--- config.mk ---
export PLATFORM = sky130hd
export DESIGN_NAME = fzo_exc_unit
export DESIGN_NICKNAME = d
export VERILOG_FILES = /design/src/hw/fzo_pkg.sv /design/src/hw/fzo_ovf_if.sv /design/src/hw/fzo_ovf_pick.sv /design/src/hw/fzo_exc_unit.sv
export SDC_FILE = /design/constraint.sdc
export NUM_CORES = 1
export LEC_CHECK = 0
export ABC_AREA = 1
export BUFFER_PORTS_ARGS = -buffer_cell sky130_fd_sc_hd__buf_2
export CORE_UTILIZATION = 45
export CTS_BUF_LIST = sky130_fd_sc_hd__clkbuf_16
export DETAILED_ROUTE_END_ITERATION = 6
export HOLD_SLACK_MARGIN = 0.1
export PLACE_DENSITY = 0.91
export RECOVER_POWER = 100
export SETUP_SLACK_MARGIN = 0.02
export SYNTH_ARGS = -nofsm -noshare
export SYNTH_HDL_FRONTEND = slang
export SYNTH_SLANG_ARGS = --single-unit
--- constraint.sdc ---
create_clock -name ref_clk -period 8.8 [get_ports ref_clk]
set_input_delay 0.44 -clock ref_clk [delete_from_list [all_inputs] [get_ports ref_clk]]
set_output_delay 0.44 -clock ref_clk [all_outputs]
set_load 0.02 [all_outputs]
--- src/hw/fzo_pkg.sv ---
// fzo_pkg: constants for the fp zero-divide / overflow exception unit
// assumes fp values travel in 64-bit double layout, singles widened to it
package fzo_pkg;

  // operation kinds from the execution datapath
  typedef enum logic [1:0] {
    FZO_OP_ARITH = 2'h0,
    FZO_OP_DIV   = 2'h1,
    FZO_OP_RECIP = 2'h2,
    FZO_OP_RSQRT = 2'h3
  } fzo_op_t;

  // rounding select codes
  localparam logic [1:0] FZO_RM_NEAR = 2'h0;
  localparam logic [1:0] FZO_RM_ZERO = 2'h1;
  localparam logic [1:0] FZO_RM_PINF = 2'h2;
  localparam logic [1:0] FZO_RM_MINF = 2'h3;

  // exponent limits and trap adjustments (unbiased, signed)
  localparam logic signed [13:0] FZO_DBL_EMAX = 14'sh03FF;
  localparam logic signed [13:0] FZO_SGL_EMAX = 14'sh007F;
  localparam logic signed [13:0] FZO_DBL_ADJ  = 14'sh0600;
  localparam logic signed [13:0] FZO_SGL_ADJ  = 14'sh00C0;
  localparam logic signed [13:0] FZO_DBL_BIAS = 14'sh03FF;

  // magnitudes in double layout
  localparam logic [62:0] FZO_INF_MAG     = 63'h7FF0_0000_0000_0000;
  localparam logic [62:0] FZO_DBL_MAX_MAG = 63'h7FEF_FFFF_FFFF_FFFF;
  localparam logic [62:0] FZO_SGL_MAX_MAG = 63'h47EF_FFFF_E000_0000;

  // result class codes
  localparam logic [4:0] FZO_CLS_PINF  = 5'h05;
  localparam logic [4:0] FZO_CLS_NINF  = 5'h09;
  localparam logic [4:0] FZO_CLS_PNORM = 5'h04;
  localparam logic [4:0] FZO_CLS_NNORM = 5'h08;

  // register offsets
  localparam logic [7:0] FZO_ADDR_STCTL = 8'h00;
  localparam logic [7:0] FZO_ADDR_TMD   = 8'h04;
  localparam logic [7:0] FZO_ADDR_ISTAT = 8'h08;
  localparam logic [7:0] FZO_ADDR_IMASK = 8'h0C;

  // status/control word field positions
  localparam int FZO_B_RM   = 0;
  localparam int FZO_B_ZT   = 2;
  localparam int FZO_B_OE   = 3;
  localparam int FZO_B_ZS   = 4;
  localparam int FZO_B_OS   = 5;
  localparam int FZO_B_XS   = 6;
  localparam int FZO_B_RU   = 7;
  localparam int FZO_B_RI   = 8;
  localparam int FZO_B_SUM  = 9;
  localparam int FZO_B_RCLS = 10;

  // interrupt status bits
  localparam int FZO_I_ZDIV = 0;
  localparam int FZO_I_OVF  = 1;
  localparam int FZO_I_PEXC = 2;

  // reset values
  localparam logic [14:0] FZO_STCTL_RST = 15'h0000;
  localparam logic [1:0]  FZO_TMD_RST   = 2'h0;
  localparam logic [2:0]  FZO_IRQ_RST   = 3'h0;

endpackage : fzo_pkg

--- src/hw/fzo_ovf_if.sv ---
// fzo_ovf_if: carries the overflow operand to the result picker and back
// assumes both ends sit on the same clock; purely combinational bundle
`timescale 1ns/1ps
interface fzo_ovf_if;
  logic               sign;
  logic signed [13:0] exp;
  logic [51:0]        frac;
  logic               single;
  logic [1:0]         rmode;
  logic [63:0]        trap_bits;
  logic [63:0]        dflt_bits;
  logic               dflt_inf;

  modport req  (output sign, exp, frac, single, rmode,
                input  trap_bits, dflt_bits, dflt_inf);
  modport calc (input  sign, exp, frac, single, rmode,
                output trap_bits, dflt_bits, dflt_inf);
endinterface : fzo_ovf_if

--- src/hw/fzo_ovf_pick.sv ---
// fzo_ovf_pick: builds trapped and default results for an overflow
// assumes exponent is the unbounded, already rounded one
`timescale 1ns/1ps
module fzo_ovf_pick (
  fzo_ovf_if.calc ovf
);
  import fzo_pkg::*;

  logic signed [13:0] adj_exp;
  logic signed [13:0] biased;
  logic               toward_sign;
  logic [62:0]        max_mag;

  ////////////////////////////////////////////////////////////////////////
  // trapped: scale exponent back into range, keep rounded fraction
  assign adj_exp = ovf.exp - (ovf.single ? FZO_SGL_ADJ : FZO_DBL_ADJ); // see [RULE12] [RULE13]
  assign biased  = adj_exp + FZO_DBL_BIAS;
  assign ovf.trap_bits = {ovf.sign, biased[10:0], ovf.frac}; // see [RULE14]

  ////////////////////////////////////////////////////////////////////////
  // untrapped default: infinity for nearest, or when directed rounding heads toward the sign
  assign toward_sign = (ovf.rmode == FZO_RM_NEAR)
                     | ((ovf.rmode == FZO_RM_PINF) & ~ovf.sign)
                     | ((ovf.rmode == FZO_RM_MINF) & ovf.sign); // see [RULE16] [RULE17] [RULE19]
  assign max_mag   = ovf.single ? FZO_SGL_MAX_MAG : FZO_DBL_MAX_MAG;
  assign ovf.dflt_inf  = toward_sign;
  assign ovf.dflt_bits = {ovf.sign, toward_sign ? FZO_INF_MAG : max_mag}; // see [RULE16] [RULE17]

endmodule : fzo_ovf_pick

--- src/hw/fzo_exc_unit.sv ---
// fzo_exc_unit: zero-divide and overflow exception logic with status word
// assumes one op per valid pulse from the datapath, fields stable that cycle
// What this block does
// [RULE1] divide: zero divisor, finite nonzero dividend
// [RULE2] reciprocal estimates of zero also zero-divide
// [RULE3] estimate of zero gives infinity, operand sign
// [RULE4] zero-divide always sets its sticky flag
// [RULE5] zero-divide clears rounded-up and inexact-round
// [RULE6] trapped zero-divide: no write, summary set
// [RULE7] untrapped zero-divide: signed infinity written, class infinity
// [RULE8] summary set and trap mode nonzero: exception
// [RULE9] overflow judged on unbounded, rounded result
// [RULE10] overflow when magnitude exceeds largest finite
// [RULE11] overflow always sets its sticky flag
// [RULE12] trapped double overflow: exponent minus 1536
// [RULE13] trapped single overflow: exponent minus 192
// [RULE14] trapped overflow: store adjusted, summary, rounding flags
// [RULE15] untrapped overflow: default, inexact flags set
// [RULE16] default by rounding mode and sign
// [RULE17] directed rounding: infinity only toward sign
// [RULE18] storing depends on enables, not trap mode
// [RULE19] rounding codes: nearest, zero, plus, minus
`timescale 1ns/1ps
module fzo_exc_unit (
  input  wire logic               ref_clk,
  input  wire logic               rst_n,
  // register port
  input  wire logic [7:0]         reg_addr,
  input  wire logic [31:0]        reg_wdata,
  input  wire logic               reg_wr,
  input  wire logic               reg_rd,
  output logic [31:0]             reg_rdata,
  // operation from the datapath
  input  wire logic               op_valid,
  input  wire fzo_pkg::fzo_op_t   op_kind,
  input  wire logic               op_single,
  input  wire logic               a_sign,
  input  wire logic               a_zero,
  input  wire logic               a_finite,
  input  wire logic               b_sign,
  input  wire logic               b_zero,
  input  wire logic               res_sign,
  input  wire logic signed [13:0] res_exp,
  input  wire logic [51:0]        res_frac,
  input  wire logic               res_inexact,
  input  wire logic               res_round_up,
  input  wire logic [63:0]        res_bits,
  input  wire logic [4:0]         res_class,
  // result towards the target register
  output logic                    target_wr,
  output logic [63:0]             target_fp_register,
  // exception and interrupt
  output logic                    prog_exc,
  output logic                    irq
);
  import fzo_pkg::*;

  ////////////////////////////////////////////////////////////////////////
  // reset release
  logic rst_meta_reg;
  logic rst_sync_reg;
  always_ff @(posedge ref_clk or negedge rst_n) begin
    if (!rst_n) begin
      rst_meta_reg <= 1'b0;
      rst_sync_reg <= 1'b0;
    end else begin
      rst_meta_reg <= 1'b1;
      rst_sync_reg <= rst_meta_reg;
    end
  end
  wire rst_i_n = rst_sync_reg;

  ////////////////////////////////////////////////////////////////////////
  // status/control word and trap mode state
  logic [1:0] rounding_select;
  logic       divide_by_nil_trap_enable;
  logic       overflow_trap_enable;
  logic       divide_by_nil_sticky_flag;
  logic       overflow_sticky_flag;
  logic       inexact_sticky_flag;
  logic       rounded_up_flag;
  logic       inexact_round_flag;
  logic       enabled_summary_flag;
  logic [4:0] result_class_field;
  logic       fp_trap_mode_bit_a;
  logic       fp_trap_mode_bit_b;
  logic [2:0] irq_stat_reg;
  logic [2:0] irq_mask_reg;

  ////////////////////////////////////////////////////////////////////////
  // condition detection
  wire is_div = op_valid & (op_kind == FZO_OP_DIV);
  wire is_est = op_valid & ((op_kind == FZO_OP_RECIP) | (op_kind == FZO_OP_RSQRT));
  wire is_ari = op_valid & (op_kind == FZO_OP_ARITH);

  wire zdiv_div = is_div & b_zero & a_finite & ~a_zero; // see [RULE1]
  wire zdiv_est = is_est & b_zero;                      // see [RULE2]
  wire zdiv     = zdiv_div | zdiv_est;

  // estimates take the zero's own sign, a divide the xor of both
  wire zdiv_sign = zdiv_est ? b_sign : (a_sign ^ b_sign); // see [RULE3] [RULE7]

  // divides and estimates of finite values cannot overflow here
  wire signed [13:0] emax = op_single ? FZO_SGL_EMAX : FZO_DBL_EMAX;
  wire ovf = is_ari & (res_exp > emax); // see [RULE9] [RULE10]

  // only the enables pick the stored value; trap mode never does
  wire zdiv_trap = zdiv & divide_by_nil_trap_enable;   // see [RULE18]
  wire zdiv_free = zdiv & ~divide_by_nil_trap_enable;
  wire ovf_trap  = ovf & overflow_trap_enable;         // see [RULE18]
  wire ovf_free  = ovf & ~overflow_trap_enable;
  wire plain     = op_valid & ~zdiv & ~ovf;

  ////////////////////////////////////////////////////////////////////////
  // overflow result picker
  fzo_ovf_if ovf_bus ();
  assign ovf_bus.sign   = res_sign;
  assign ovf_bus.exp    = res_exp;
  assign ovf_bus.frac   = res_frac;
  assign ovf_bus.single = op_single;
  assign ovf_bus.rmode  = rounding_select;

  fzo_ovf_pick u_pick (
    .ovf (ovf_bus.calc)
  );

  ////////////////////////////////////////////////////////////////////////
  // result selection
  wire [63:0] zdiv_bits = {zdiv_sign, FZO_INF_MAG};
  wire        wr_next   = zdiv_free | ovf | plain; // see [RULE6]
  wire [63:0] data_next = zdiv_free ? zdiv_bits            // see [RULE7]
                        : ovf_trap  ? ovf_bus.trap_bits    // see [RULE14]
                        : ovf_free  ? ovf_bus.dflt_bits    // see [RULE15]
                        : res_bits;

  ////////////////////////////////////////////////////////////////////////
  // flag updates from hardware
  wire sum_set = zdiv_trap | ovf_trap; // see [RULE6] [RULE14]
  wire zs_set  = zdiv;                 // see [RULE4]
  wire os_set  = ovf;                  // see [RULE11]
  wire xs_set  = ovf_free                              // see [RULE15]
               | ((ovf_trap | plain) & res_inexact);   // see [RULE14]

  // rounding flags: zero-divide clears, overflow reflects or forces
  wire rnd_upd = zdiv | ovf | plain;
  wire ru_hw   = (ovf_trap | plain) & res_round_up;     // see [RULE5] [RULE14]
  wire ri_hw   = ovf_free | ((ovf_trap | plain) & res_inexact); // see [RULE5] [RULE15]

  // class: trapped zero-divide keeps the old class
  wire       cls_upd = zdiv_free | ovf | plain;
  wire [4:0] cls_inf = zdiv_sign ? FZO_CLS_NINF : FZO_CLS_PINF;
  wire [4:0] cls_ovi = res_sign ? FZO_CLS_NINF : FZO_CLS_PINF;
  wire [4:0] cls_nrm = res_sign ? FZO_CLS_NNORM : FZO_CLS_PNORM;
  wire [4:0] cls_hw  = zdiv_free ? cls_inf                       // see [RULE7]
                     : ovf_trap  ? cls_nrm                       // see [RULE14]
                     : ovf_free  ? (ovf_bus.dflt_inf ? cls_ovi : cls_nrm) // see [RULE15]
                     : res_class;

  // trap mode only gates the exception itself
  wire exc_next = sum_set & (fp_trap_mode_bit_a | fp_trap_mode_bit_b); // see [RULE8]

  ////////////////////////////////////////////////////////////////////////
  // register decode
  wire wr_stctl = reg_wr & (reg_addr == FZO_ADDR_STCTL);
  wire wr_tmd   = reg_wr & (reg_addr == FZO_ADDR_TMD);
  wire wr_istat = reg_wr & (reg_addr == FZO_ADDR_ISTAT);
  wire wr_imask = reg_wr & (reg_addr == FZO_ADDR_IMASK);

  wire [14:0] stctl_word = {result_class_field,
                            enabled_summary_flag,
                            inexact_round_flag,
                            rounded_up_flag,
                            inexact_sticky_flag,
                            overflow_sticky_flag,
                            divide_by_nil_sticky_flag,
                            overflow_trap_enable,
                            divide_by_nil_trap_enable,
                            rounding_select};

  // sticky bits: a hardware set beats a software clear in the same cycle
  wire sw_zs  = wr_stctl ? reg_wdata[FZO_B_ZS]  : divide_by_nil_sticky_flag;
  wire sw_os  = wr_stctl ? reg_wdata[FZO_B_OS]  : overflow_sticky_flag;
  wire sw_xs  = wr_stctl ? reg_wdata[FZO_B_XS]  : inexact_sticky_flag;
  wire sw_sum = wr_stctl ? reg_wdata[FZO_B_SUM] : enabled_summary_flag;
  wire sw_ru  = wr_stctl ? reg_wdata[FZO_B_RU]  : rounded_up_flag;
  wire sw_ri  = wr_stctl ? reg_wdata[FZO_B_RI]  : inexact_round_flag;
  wire [4:0] sw_cls = wr_stctl ? reg_wdata[FZO_B_RCLS +: 5] : result_class_field;

  wire zs_next  = sw_zs | zs_set;
  wire os_next  = sw_os | os_set;
  wire xs_next  = sw_xs | xs_set;
  wire sum_next = sw_sum | sum_set; // summary untouched when untrapped
  wire ru_next  = rnd_upd ? ru_hw : sw_ru;
  wire ri_next  = rnd_upd ? ri_hw : sw_ri;
  wire [4:0] cls_next = cls_upd ? cls_hw : sw_cls;

  // interrupt status: write one to clear, events win
  wire [2:0] irq_ev   = {exc_next, ovf, zdiv};
  wire [2:0] irq_keep = wr_istat ? (irq_stat_reg & ~reg_wdata[2:0]) : irq_stat_reg;
  wire [2:0] irq_stat_next = irq_keep | irq_ev;

  ////////////////////////////////////////////////////////////////////////
  // read mux
  wire [31:0] rd_mux = (reg_addr == FZO_ADDR_STCTL) ? {17'h00000, stctl_word}
                     : (reg_addr == FZO_ADDR_TMD)   ? {30'h00000000,
                                                       fp_trap_mode_bit_b,
                                                       fp_trap_mode_bit_a}
                     : (reg_addr == FZO_ADDR_ISTAT) ? {29'h00000000, irq_stat_reg}
                     : (reg_addr == FZO_ADDR_IMASK) ? {29'h00000000, irq_mask_reg}
                     : 32'h0000_0000;

  ////////////////////////////////////////////////////////////////////////
  // control fields written only by software
  always_ff @(posedge ref_clk or negedge rst_i_n) begin
    if (!rst_i_n) begin
      rounding_select           <= FZO_STCTL_RST[1:0];
      divide_by_nil_trap_enable <= FZO_STCTL_RST[FZO_B_ZT];
      overflow_trap_enable      <= FZO_STCTL_RST[FZO_B_OE];
      fp_trap_mode_bit_a        <= FZO_TMD_RST[0];
      fp_trap_mode_bit_b        <= FZO_TMD_RST[1];
      irq_mask_reg              <= FZO_IRQ_RST;
    end else begin
      if (wr_stctl) begin
        rounding_select           <= reg_wdata[FZO_B_RM +: 2]; // see [RULE19]
        divide_by_nil_trap_enable <= reg_wdata[FZO_B_ZT];
        overflow_trap_enable      <= reg_wdata[FZO_B_OE];
      end
      if (wr_tmd) begin
        fp_trap_mode_bit_a <= reg_wdata[0];
        fp_trap_mode_bit_b <= reg_wdata[1];
      end
      if (wr_imask) begin
        irq_mask_reg <= reg_wdata[2:0];
      end
    end
  end

  ////////////////////////////////////////////////////////////////////////
  // status flags
  always_ff @(posedge ref_clk or negedge rst_i_n) begin
    if (!rst_i_n) begin
      divide_by_nil_sticky_flag <= FZO_STCTL_RST[FZO_B_ZS];
      overflow_sticky_flag      <= FZO_STCTL_RST[FZO_B_OS];
      inexact_sticky_flag       <= FZO_STCTL_RST[FZO_B_XS];
      rounded_up_flag           <= FZO_STCTL_RST[FZO_B_RU];
      inexact_round_flag        <= FZO_STCTL_RST[FZO_B_RI];
      enabled_summary_flag      <= FZO_STCTL_RST[FZO_B_SUM];
      result_class_field        <= FZO_STCTL_RST[FZO_B_RCLS +: 5];
      irq_stat_reg              <= FZO_IRQ_RST;
    end else begin
      divide_by_nil_sticky_flag <= zs_next;  // see [RULE4]
      overflow_sticky_flag      <= os_next;  // see [RULE11]
      inexact_sticky_flag       <= xs_next;
      rounded_up_flag           <= ru_next;  // see [RULE5]
      inexact_round_flag        <= ri_next;  // see [RULE5]
      enabled_summary_flag      <= sum_next; // see [RULE6]
      result_class_field        <= cls_next;
      irq_stat_reg              <= irq_stat_next;
    end
  end

  ////////////////////////////////////////////////////////////////////////
  // outputs; one cycle behind the op
  always_ff @(posedge ref_clk or negedge rst_i_n) begin
    if (!rst_i_n) begin
      target_wr          <= 1'b0;
      target_fp_register <= 64'h0000_0000_0000_0000;
      prog_exc           <= 1'b0;
      reg_rdata          <= 32'h0000_0000;
    end else begin
      target_wr <= wr_next; // see [RULE6]
      if (wr_next) begin
        target_fp_register <= data_next;
      end
      prog_exc  <= exc_next; // see [RULE8]
      reg_rdata <= reg_rd ? rd_mux : 32'h0000_0000;
    end
  end

  // level interrupt, no pulse stretching needed
  assign irq = |(irq_stat_reg & irq_mask_reg);

endmodule : fzo_exc_unit

==> results of run 1 <==
cells by family after synthesis:
family,Yosys count
simple gates,340
compound gates,127
buf+inv,110
flops,106
fa+ha+maj,18
xor+xnor,3
other cells,2
synthesized netlist by cell type:
| master | instances | area share [%] |
|---|---|---|
| xnor2_1 | 1 | 0.16 |
| o21ai_0 | 42 | 3.7 |
| inv_1 | 64 | 4.3 |
| fa_1 | 1 | 0.36 |
| nand2_1 | 235 | 16 |
| nand2_4 | 1 | 0.20 |
| o21bai_1 | 1 | 0.13 |
| o211ai_1 | 5 | 0.67 |
| nand3_2 | 2 | 0.36 |
| nand4_2 | 1 | 0.22 |
| xor2_1 | 2 | 0.31 |
| dfrtp_1 | 106 | 47 |
| buf_4 | 22 | 2.9 |
| clkbuf_2 | 2 | 0.18 |
| a31oi_1 | 2 | 0.22 |
| o2111ai_1 | 1 | 0.16 |
| ha_1 | 17 | 3.8 |
| nand4_1 | 6 | 0.67 |
| o22a_1 | 29 | 4.5 |
| nand2_2 | 3 | 0.33 |
| buf_2 | 13 | 1.2 |
| or2_2 | 1 | 0.11 |
| nor3_1 | 1 | 0.089 |
| inv_2 | 3 | 0.20 |
| conb_1 | 2 | 0.13 |
| clkbuf_1 | 4 | 0.27 |
| a22o_1 | 1 | 0.16 |
| nand3_1 | 29 | 2.6 |
| nor2_1 | 58 | 3.9 |
| nor2_2 | 2 | 0.22 |
| o22ai_1 | 27 | 3.0 |
| o21ai_1 | 8 | 0.71 |
| a21oi_1 | 11 | 0.98 |
| buf_6 | 2 | 0.40 |
| nor3_4 | 1 | 0.29 |
per-layer routing:
metal | routed length [um] | vias to the layer above | part of all wire, %
met1 | 7030 | 2651 | 43
met5 | 15 | - | 0.092
met2 | 7910 | 236 | 48
met3 | 1030 | 31 | 6.3
met4 | 347 | 2 | 2.1
li1 | - | 2754 | -
worst max-delay path: stages:
cell	delay, ns
clkbuf_1	0.19
inv_1	0.16
ha_1	0.35
inv_1	0.06
nand2_1	0.05
nor2_1	0.09
nand3_1	0.18
nand3_1	0.59
nand3_1	0.66
inv_1	1.52
nand2_1	0.45
nand2_1	0.22
o22ai_1	0.09
cell type report:
type	instances	area, um^2
clock buffers	9	225
diodes	2	5.00
flip-flops and latches	106	2650
clock inverters	7	66.3
inverters	67	251
repair buffers	258	1190
well taps	168	210
multi-input cells	506	2500
fillers	1126	5010
power by group:
part           total (mW)  internal [mW]  switching, mW
registers           0.563          0.533         0.0306
clock network       0.391          0.198          0.193
logic               0.282         0.0961          0.185
total                1.24          0.827          0.409
metrics by stage:
stage | cell area [um^2] | instances | total power, mW
2_1_floorplan | 5700 | 722 | 0.750
5_1_grt | 7100 | 1123 | 1.30
4_1_cts | 7230 | 1121 | 1.26
6_report | 7100 | 1123 | 1.24
3_3_place_gp | 6920 | 1104 | 0.853
3_5_place_dp | 6920 | 1104 | 0.862
final timing paths:
path | slack [ns] | depth (start not counted) | end
max reg2reg | 4.45 | 1 | ovf_bus.rmode[0]$_DFFE_PN0P_
min reg2reg | 0.36 | 0 | rst_i_n$_DFF_PN0_
min in group asynchronous | 0.40 | 2 | rst_meta_reg$_DFF_PN0_
max | 3.99 | 13 | result_class_field[1]$_DFFE_PN0P_
max in group asynchronous | 4.45 | 1 | ovf_bus.rmode[0]$_DFFE_PN0P_
min | 0.31 | 3 | rounded_up_flag$_DFFE_PN0P_
what timing repair did:
action / 4_1_cts / 5_1_grt
gates resized for setup: 0 / 0
endpoints found under the hold margin: 2 / 0
hold buffers: 1 / 0
==> out/qor.txt, run 1 <==
total CTS buffers -> 9
Synth Instances -> 706
Post-DP HPWL -> 12000 um
crit path DAT -> 5.04 ns
GPL Wtd Cong -> 0.918
Final Max Slew Viols -> 227
Critical Path RT -> 9.03 ns
die area -> 13000 um^2
Netlist Area Pre-Place -> 5640 um^2
Root Buffer -> clkbuf_16
Wirelength per Cell -> 14.5 um
top flop regs -> target_fp_register (64), reg_rdata (15), result_class_field (5)
std cell rows -> 40
Crit Path Max Fanout -> 63
Yosys cell types -> 35
Avg Cell Area, Syn -> 7.98 um^2
DRC viols -> 0
GR Util met2 -> 42.0%
max-cap check violation count -> 4
WL final -> 16300 um
Worst Setup Start Kind -> input pin
RSZ-0062 raised after global routing -> false
total gr overflow -> 0
start of the worst register-to-register path -> rst_i_n$_DFF_PN0_
PortBufs -> 255
GR Util All Layers -> 24.9%
crit path time final -> 4.81 ns
final hold slack -> 0.309 ns
flip-flop count of the largest register after layout -> 64
Top reg by flops -> target_fp_register
status -> finished, violations left
CTS max path bufs -> 2
Worst Hold Launch -> res_round_up
clock-pin slew on the worst setup and hold paths -> 0.07 ns
main combinational cell family by area after synthesis -> simple AND/OR/NAND/NOR gates
Synth Area in Adders -> 4.13%
Synth Area in XOR/XNOR -> 0.466%
Synth Register Bits -> 106
Core ar. -> 12100 um^2
setup_tns -> 0 ns
post-synthesis simple-gate area fraction -> 24.6%
most common cell after layout, fill and taps aside -> nand2_1
Clock Latency Late Sink -> 0.35 ns
Final Core Density -> 58.6%
leakage -> 3.84 nW
vias in the first global route -> 5129
crit path from -> op_single
Die Span Y -> 114 um
HP Class -> input pin to register
htree depth -> 3
share of cells above drive strength 1 -> 20.5%
met3 Usage GRT -> 5.42%
compound-cell area share of the yosys netlist -> 14.3%
peak supply drop -> 0.112 mV
Crit Path Class -> input pin to register
final net count -> 1157
final period utilization -> 54.7%
Place WS -> 5.13 ns
final worst slack -> 3.99 ns
cell area power density -> 174 nW/um^2
first-pass GRT wire length -> 25000 um
Final ANT Viol Nets -> 0
most frequent cells in the layout -> nand2_1 (236), buf_2 (171), dfrtp_1 (106), clkbuf_1 (85), inv_1 (67)
initial antenna violation count -> 3
total number of vias -> 5674
starting density of the core -> 46.5%
final hold vios -> 0
kind of end point of the critical path -> register
busiest grt layer -> met2
area delta synth->final -> 26.0%
failing checks -> capacitance limit, slew limit
Worst Tran Pin Value -> 2.79 ns
GR Layer Usage met1 -> 31.3%
final setup vio count -> 0
clk sinks -> 106
Vias per Instance -> 5.05
pin count of the biggest net entering global routing -> 64
Die W -> 114 um
Post-CTS Setup Repair Bufs -> 0
Slew HR -> -86.3%
CTS tree -> yes
fmax -> 208 MHz
post-synthesis sequential area ratio -> 47.1%
I/O Pins -> 290
DRT Pass-1 Iters -> 5
initial DRC count -> 448
mux share of post-synthesis cell area -> 0%
clock skew -> 0.00544 ns
Yosys warnings -> 0
Note: power is estimated with default switching activity, not from simulation.
==> run 2, diff against run 1 <==
--- a/config.mk
+++ b/config.mk
@@ -5,7 +5,7 @@
 export SDC_FILE = /design/constraint.sdc
 export NUM_CORES = 1
 export LEC_CHECK = 0
-export ABC_AREA = 1
+export ABC_AREA = 0
 export BUFFER_PORTS_ARGS = -buffer_cell sky130_fd_sc_hd__buf_2
 export CORE_UTILIZATION = 45
 export CTS_BUF_LIST = sky130_fd_sc_hd__clkbuf_16
==> constraint.sdc (replaced) <==
create_clock -name ref_clk -period 4.9 [get_ports ref_clk]
set_input_delay 0.245 -clock ref_clk [delete_from_list [all_inputs] [get_ports ref_clk]]
set_output_delay 0.245 -clock ref_clk [all_outputs]
set_load 0.02 [all_outputs]
==> run 2 against run 1 <==
The flow still finishes with violations (capacitance limit, slew limit). Register-to-register slack lost 2.8 ns. First-iteration DRC count grew 25%. Die area grew 1.9%. Sequential power grew 83%. Cell count shrank 9.1%. Clock skew grew 0.0042 ns. Combinational power grew 78%. Count of clock-buffer cells in the layout is the same. Wire length grew 6.3%. Global-route usage grew 1.5 points. Critical endpoint is now target_fp_register[34]$_DFFE_PN0N_. Largest cell class is now multi-input gates.
==> out/qor.txt, run 2 <==
most common cell after layout, fill and taps aside -> buf_2
Wirelength per Cell -> 17.0 um
die area -> 13200 um^2
crit path time final -> 3.35 ns
pin count of the biggest net entering global routing -> 68
peak supply drop -> 0.151 mV
DRT Pass-1 Iters -> 5
clock skew -> 0.00965 ns
top-area cell type share of the netlist area -> 46.2%
status -> finished, violations left
Crit Path Class -> input pin to register
number of synthesized flops with an enable pin -> 0
Worst Tran Pin Value -> 2.00 ns
Place WS -> 1.85 ns
# hold bufs at CTS -> 2
area delta synth->final -> 25.8%
CTS tree -> yes
PortBufs -> 255
max-cap check violation count -> 3
Netlist Area Pre-Place -> 5740 um^2
GR Util All Layers -> 26.3%
HP Class -> input pin to register
most frequent cells in the layout -> buf_2 (171), dfrtp_1 (106), nand2_1 (99), clkbuf_1 (84), nor2_1 (70)
total gr overflow -> 0
total number of vias -> 5556
total CTS buffers -> 9
starting density of the core -> 47.0%
initial DRC count -> 559
Post-DP HPWL -> 12600 um
Avg Cell Area, Syn -> 9.34 um^2
Post-CTS Resized -> 0
Post-CTS Setup Repair Bufs -> 0
final worst slack -> 1.55 ns
count leader, synth -> dfrtp_1
Yosys cell types -> 54
Root Buffer -> clkbuf_16
GPL Wtd Cong -> 0.866
Post-synth ARST share -> 100%
Crit Path Max Fanout -> 40
Final Max Slew Viols -> 159
clk sinks -> 106
I/O Pins -> 290
final net count -> 1057
Die Span Y -> 115 um
cell area power density -> 311 nW/um^2
setup_tns -> 0 ns
CTS max path bufs -> 2
flip-flop count of the largest register after layout -> 64
top_reg_cell synth -> dfrtp_1
RSZ-0062 raised after global routing -> false
top flop regs -> target_fp_register (64), reg_rdata (15), result_class_field (5)
crit path DAT -> 3.59 ns
leakage -> 3.34 nW
Critical Path RT -> 5.14 ns
Yosys warnings -> 0
final setup vio count -> 0
share of cells above drive strength 1 -> 24.0%
Sequential Area -> 2650 um^2
final hold vios -> 0
Worst Setup Start Kind -> input pin
initial antenna violation count -> 0
kind of end point of the critical path -> register
Fillers -> 1142
Slew HR -> -33.1%
Clock Latency Late Sink -> 0.35 ns
final period utilization -> 68.4%
Vias per Instance -> 5.44
fmax -> 298 MHz
# diodes -> 0
Multi-input gate area -> 2800 um^2
Yosys top cell by area -> dfrtp_1
Top reg by flops -> target_fp_register
DRC viols -> 0
R2R Setup Slk -> 1.68 ns
Die W -> 115 um
first-pass GRT wire length -> 26800 um
std cell rows -> 40
Commonest cells post-synth -> dfrtp_1 (106), nand2_1 (99), nor2_1 (71)
WL final -> 17400 um
post-synthesis sequential area ratio -> 46.2%
clock-pin slew on the worst setup and hold paths -> 0.07 ns
failing checks -> capacitance limit, slew limit
Synth Register Bits -> 106
Synth Instances -> 615
vias in the first global route -> 5343
largest cells by area after synthesis -> dfrtp_1 (46%), nor3b_1 (7.1%), o31ai_1 (6.8%)
Core ar. -> 12200 um^2
htree depth -> 3
Final ANT Viol Nets -> 0
-- run 2: cell count changes in the layout (fill, tap and decap cells not counted), sizes merged, moves of 9 or more --
cell | before | now
and2 | 0 | 14
inv | 70 | 12
nand2 | 239 | 99
nand3 | 31 | 12
nor2 | 60 | 72
nor3 | 2 | 11
nor3b | 0 | 54
o21ai | 50 | 13
o22a | 29 | 0
o22ai | 27 | 8
o31ai | 0 | 52
-- run 2: cell families (layout without fill, tap and decap cells) --
family / count (synthesis) / in the layout / synth area share [%]
adders and majority gates: 18 / 18 / 4.05
AOI/OAI and AO/OA: 117 / 117 / 14.4
DFF: 106 / 106 / 46.2
other: 2 / 18 / 0.131
and+or+nand+nor: 281 / 281 / 24.6
muxes: 14 / 14 / 3.01
xor gates and xnor gates: 10 / 10 / 1.53
buffers and inverters: 67 / 289 / 6.03
-- run 2: where the power goes --
group	internal [mW]	switching, mW	leakage [nW]
Sequential	0.961	0.0643	1.32
Clock	0.395	0.322	0.144
Combinational	0.186	0.317	1.87
Total	1.54	0.704	3.34
-- run 2: final timing paths --
path	from	to	cells after the start
max	op_single	target_fp_register[34]$_DFFE_PN0N_	10
min	reg_wdata[9]	enabled_summary_flag$_DFF_PN0_	3
max reg2reg	overflow_trap_enable$_DFFE_PN0P_	target_fp_register[4]$_DFFE_PN0N_	3
min reg2reg	rst_meta_reg$_DFF_PN0_	rst_i_n$_DFF_PN0_	0
max in group asynchronous	rst_i_n$_DFF_PN0_	target_fp_register[6]$_DFFE_PN0N_	1
min in group asynchronous	rst_n	rst_meta_reg$_DFF_PN0_	2
-- run 2: cell type report --
class	instances	share of cell area [%]
multi-input cells	458	38.7
inverters	11	0.572
clock buffers	9	3.12
clock inverters	7	0.987
repair buffers	262	17.0
well taps	168	2.91
flip-flops and latches	106	36.7
-- run 2: layer usage --
layer	up-vias	routed length (um)	part of all wire (%)	track usage, %
met2	223	8900	51	46.4
met3	33	944	5.4	3.48
met4	0	463	2.7	11.0
met5	-	0	0	0
li1	2591	-	-	-
met1	2709	7050	41	32.6
-- run 2: worst max-delay path: stages --
cell      delay (ns)
clkbuf_1        0.27
inv_1           0.15
ha_1            0.35
nand4b_1        0.18
nor2_1          0.14
o21ai_0         0.17
nand2_1         1.16
buf_4           0.53
nor3b_1         0.10
o31ai_1         0.27
-- run 2: stage by stage --
step                      cell area [um^2]  hold WS, ns  std cells  power, mW  util (%)
final                                 7220        0.134       1021       2.25      59.2
after global routing                  7220        0.125       1021       2.35      59.2
after CTS                             7360        0.111       1021       2.28      60.3
after detailed placement              7040       0.0320       1003       1.56      57.7
after global placement                7040       0.0295       1003       1.55      57.7
after floorplan                       5800      -0.0506        631       1.35         -
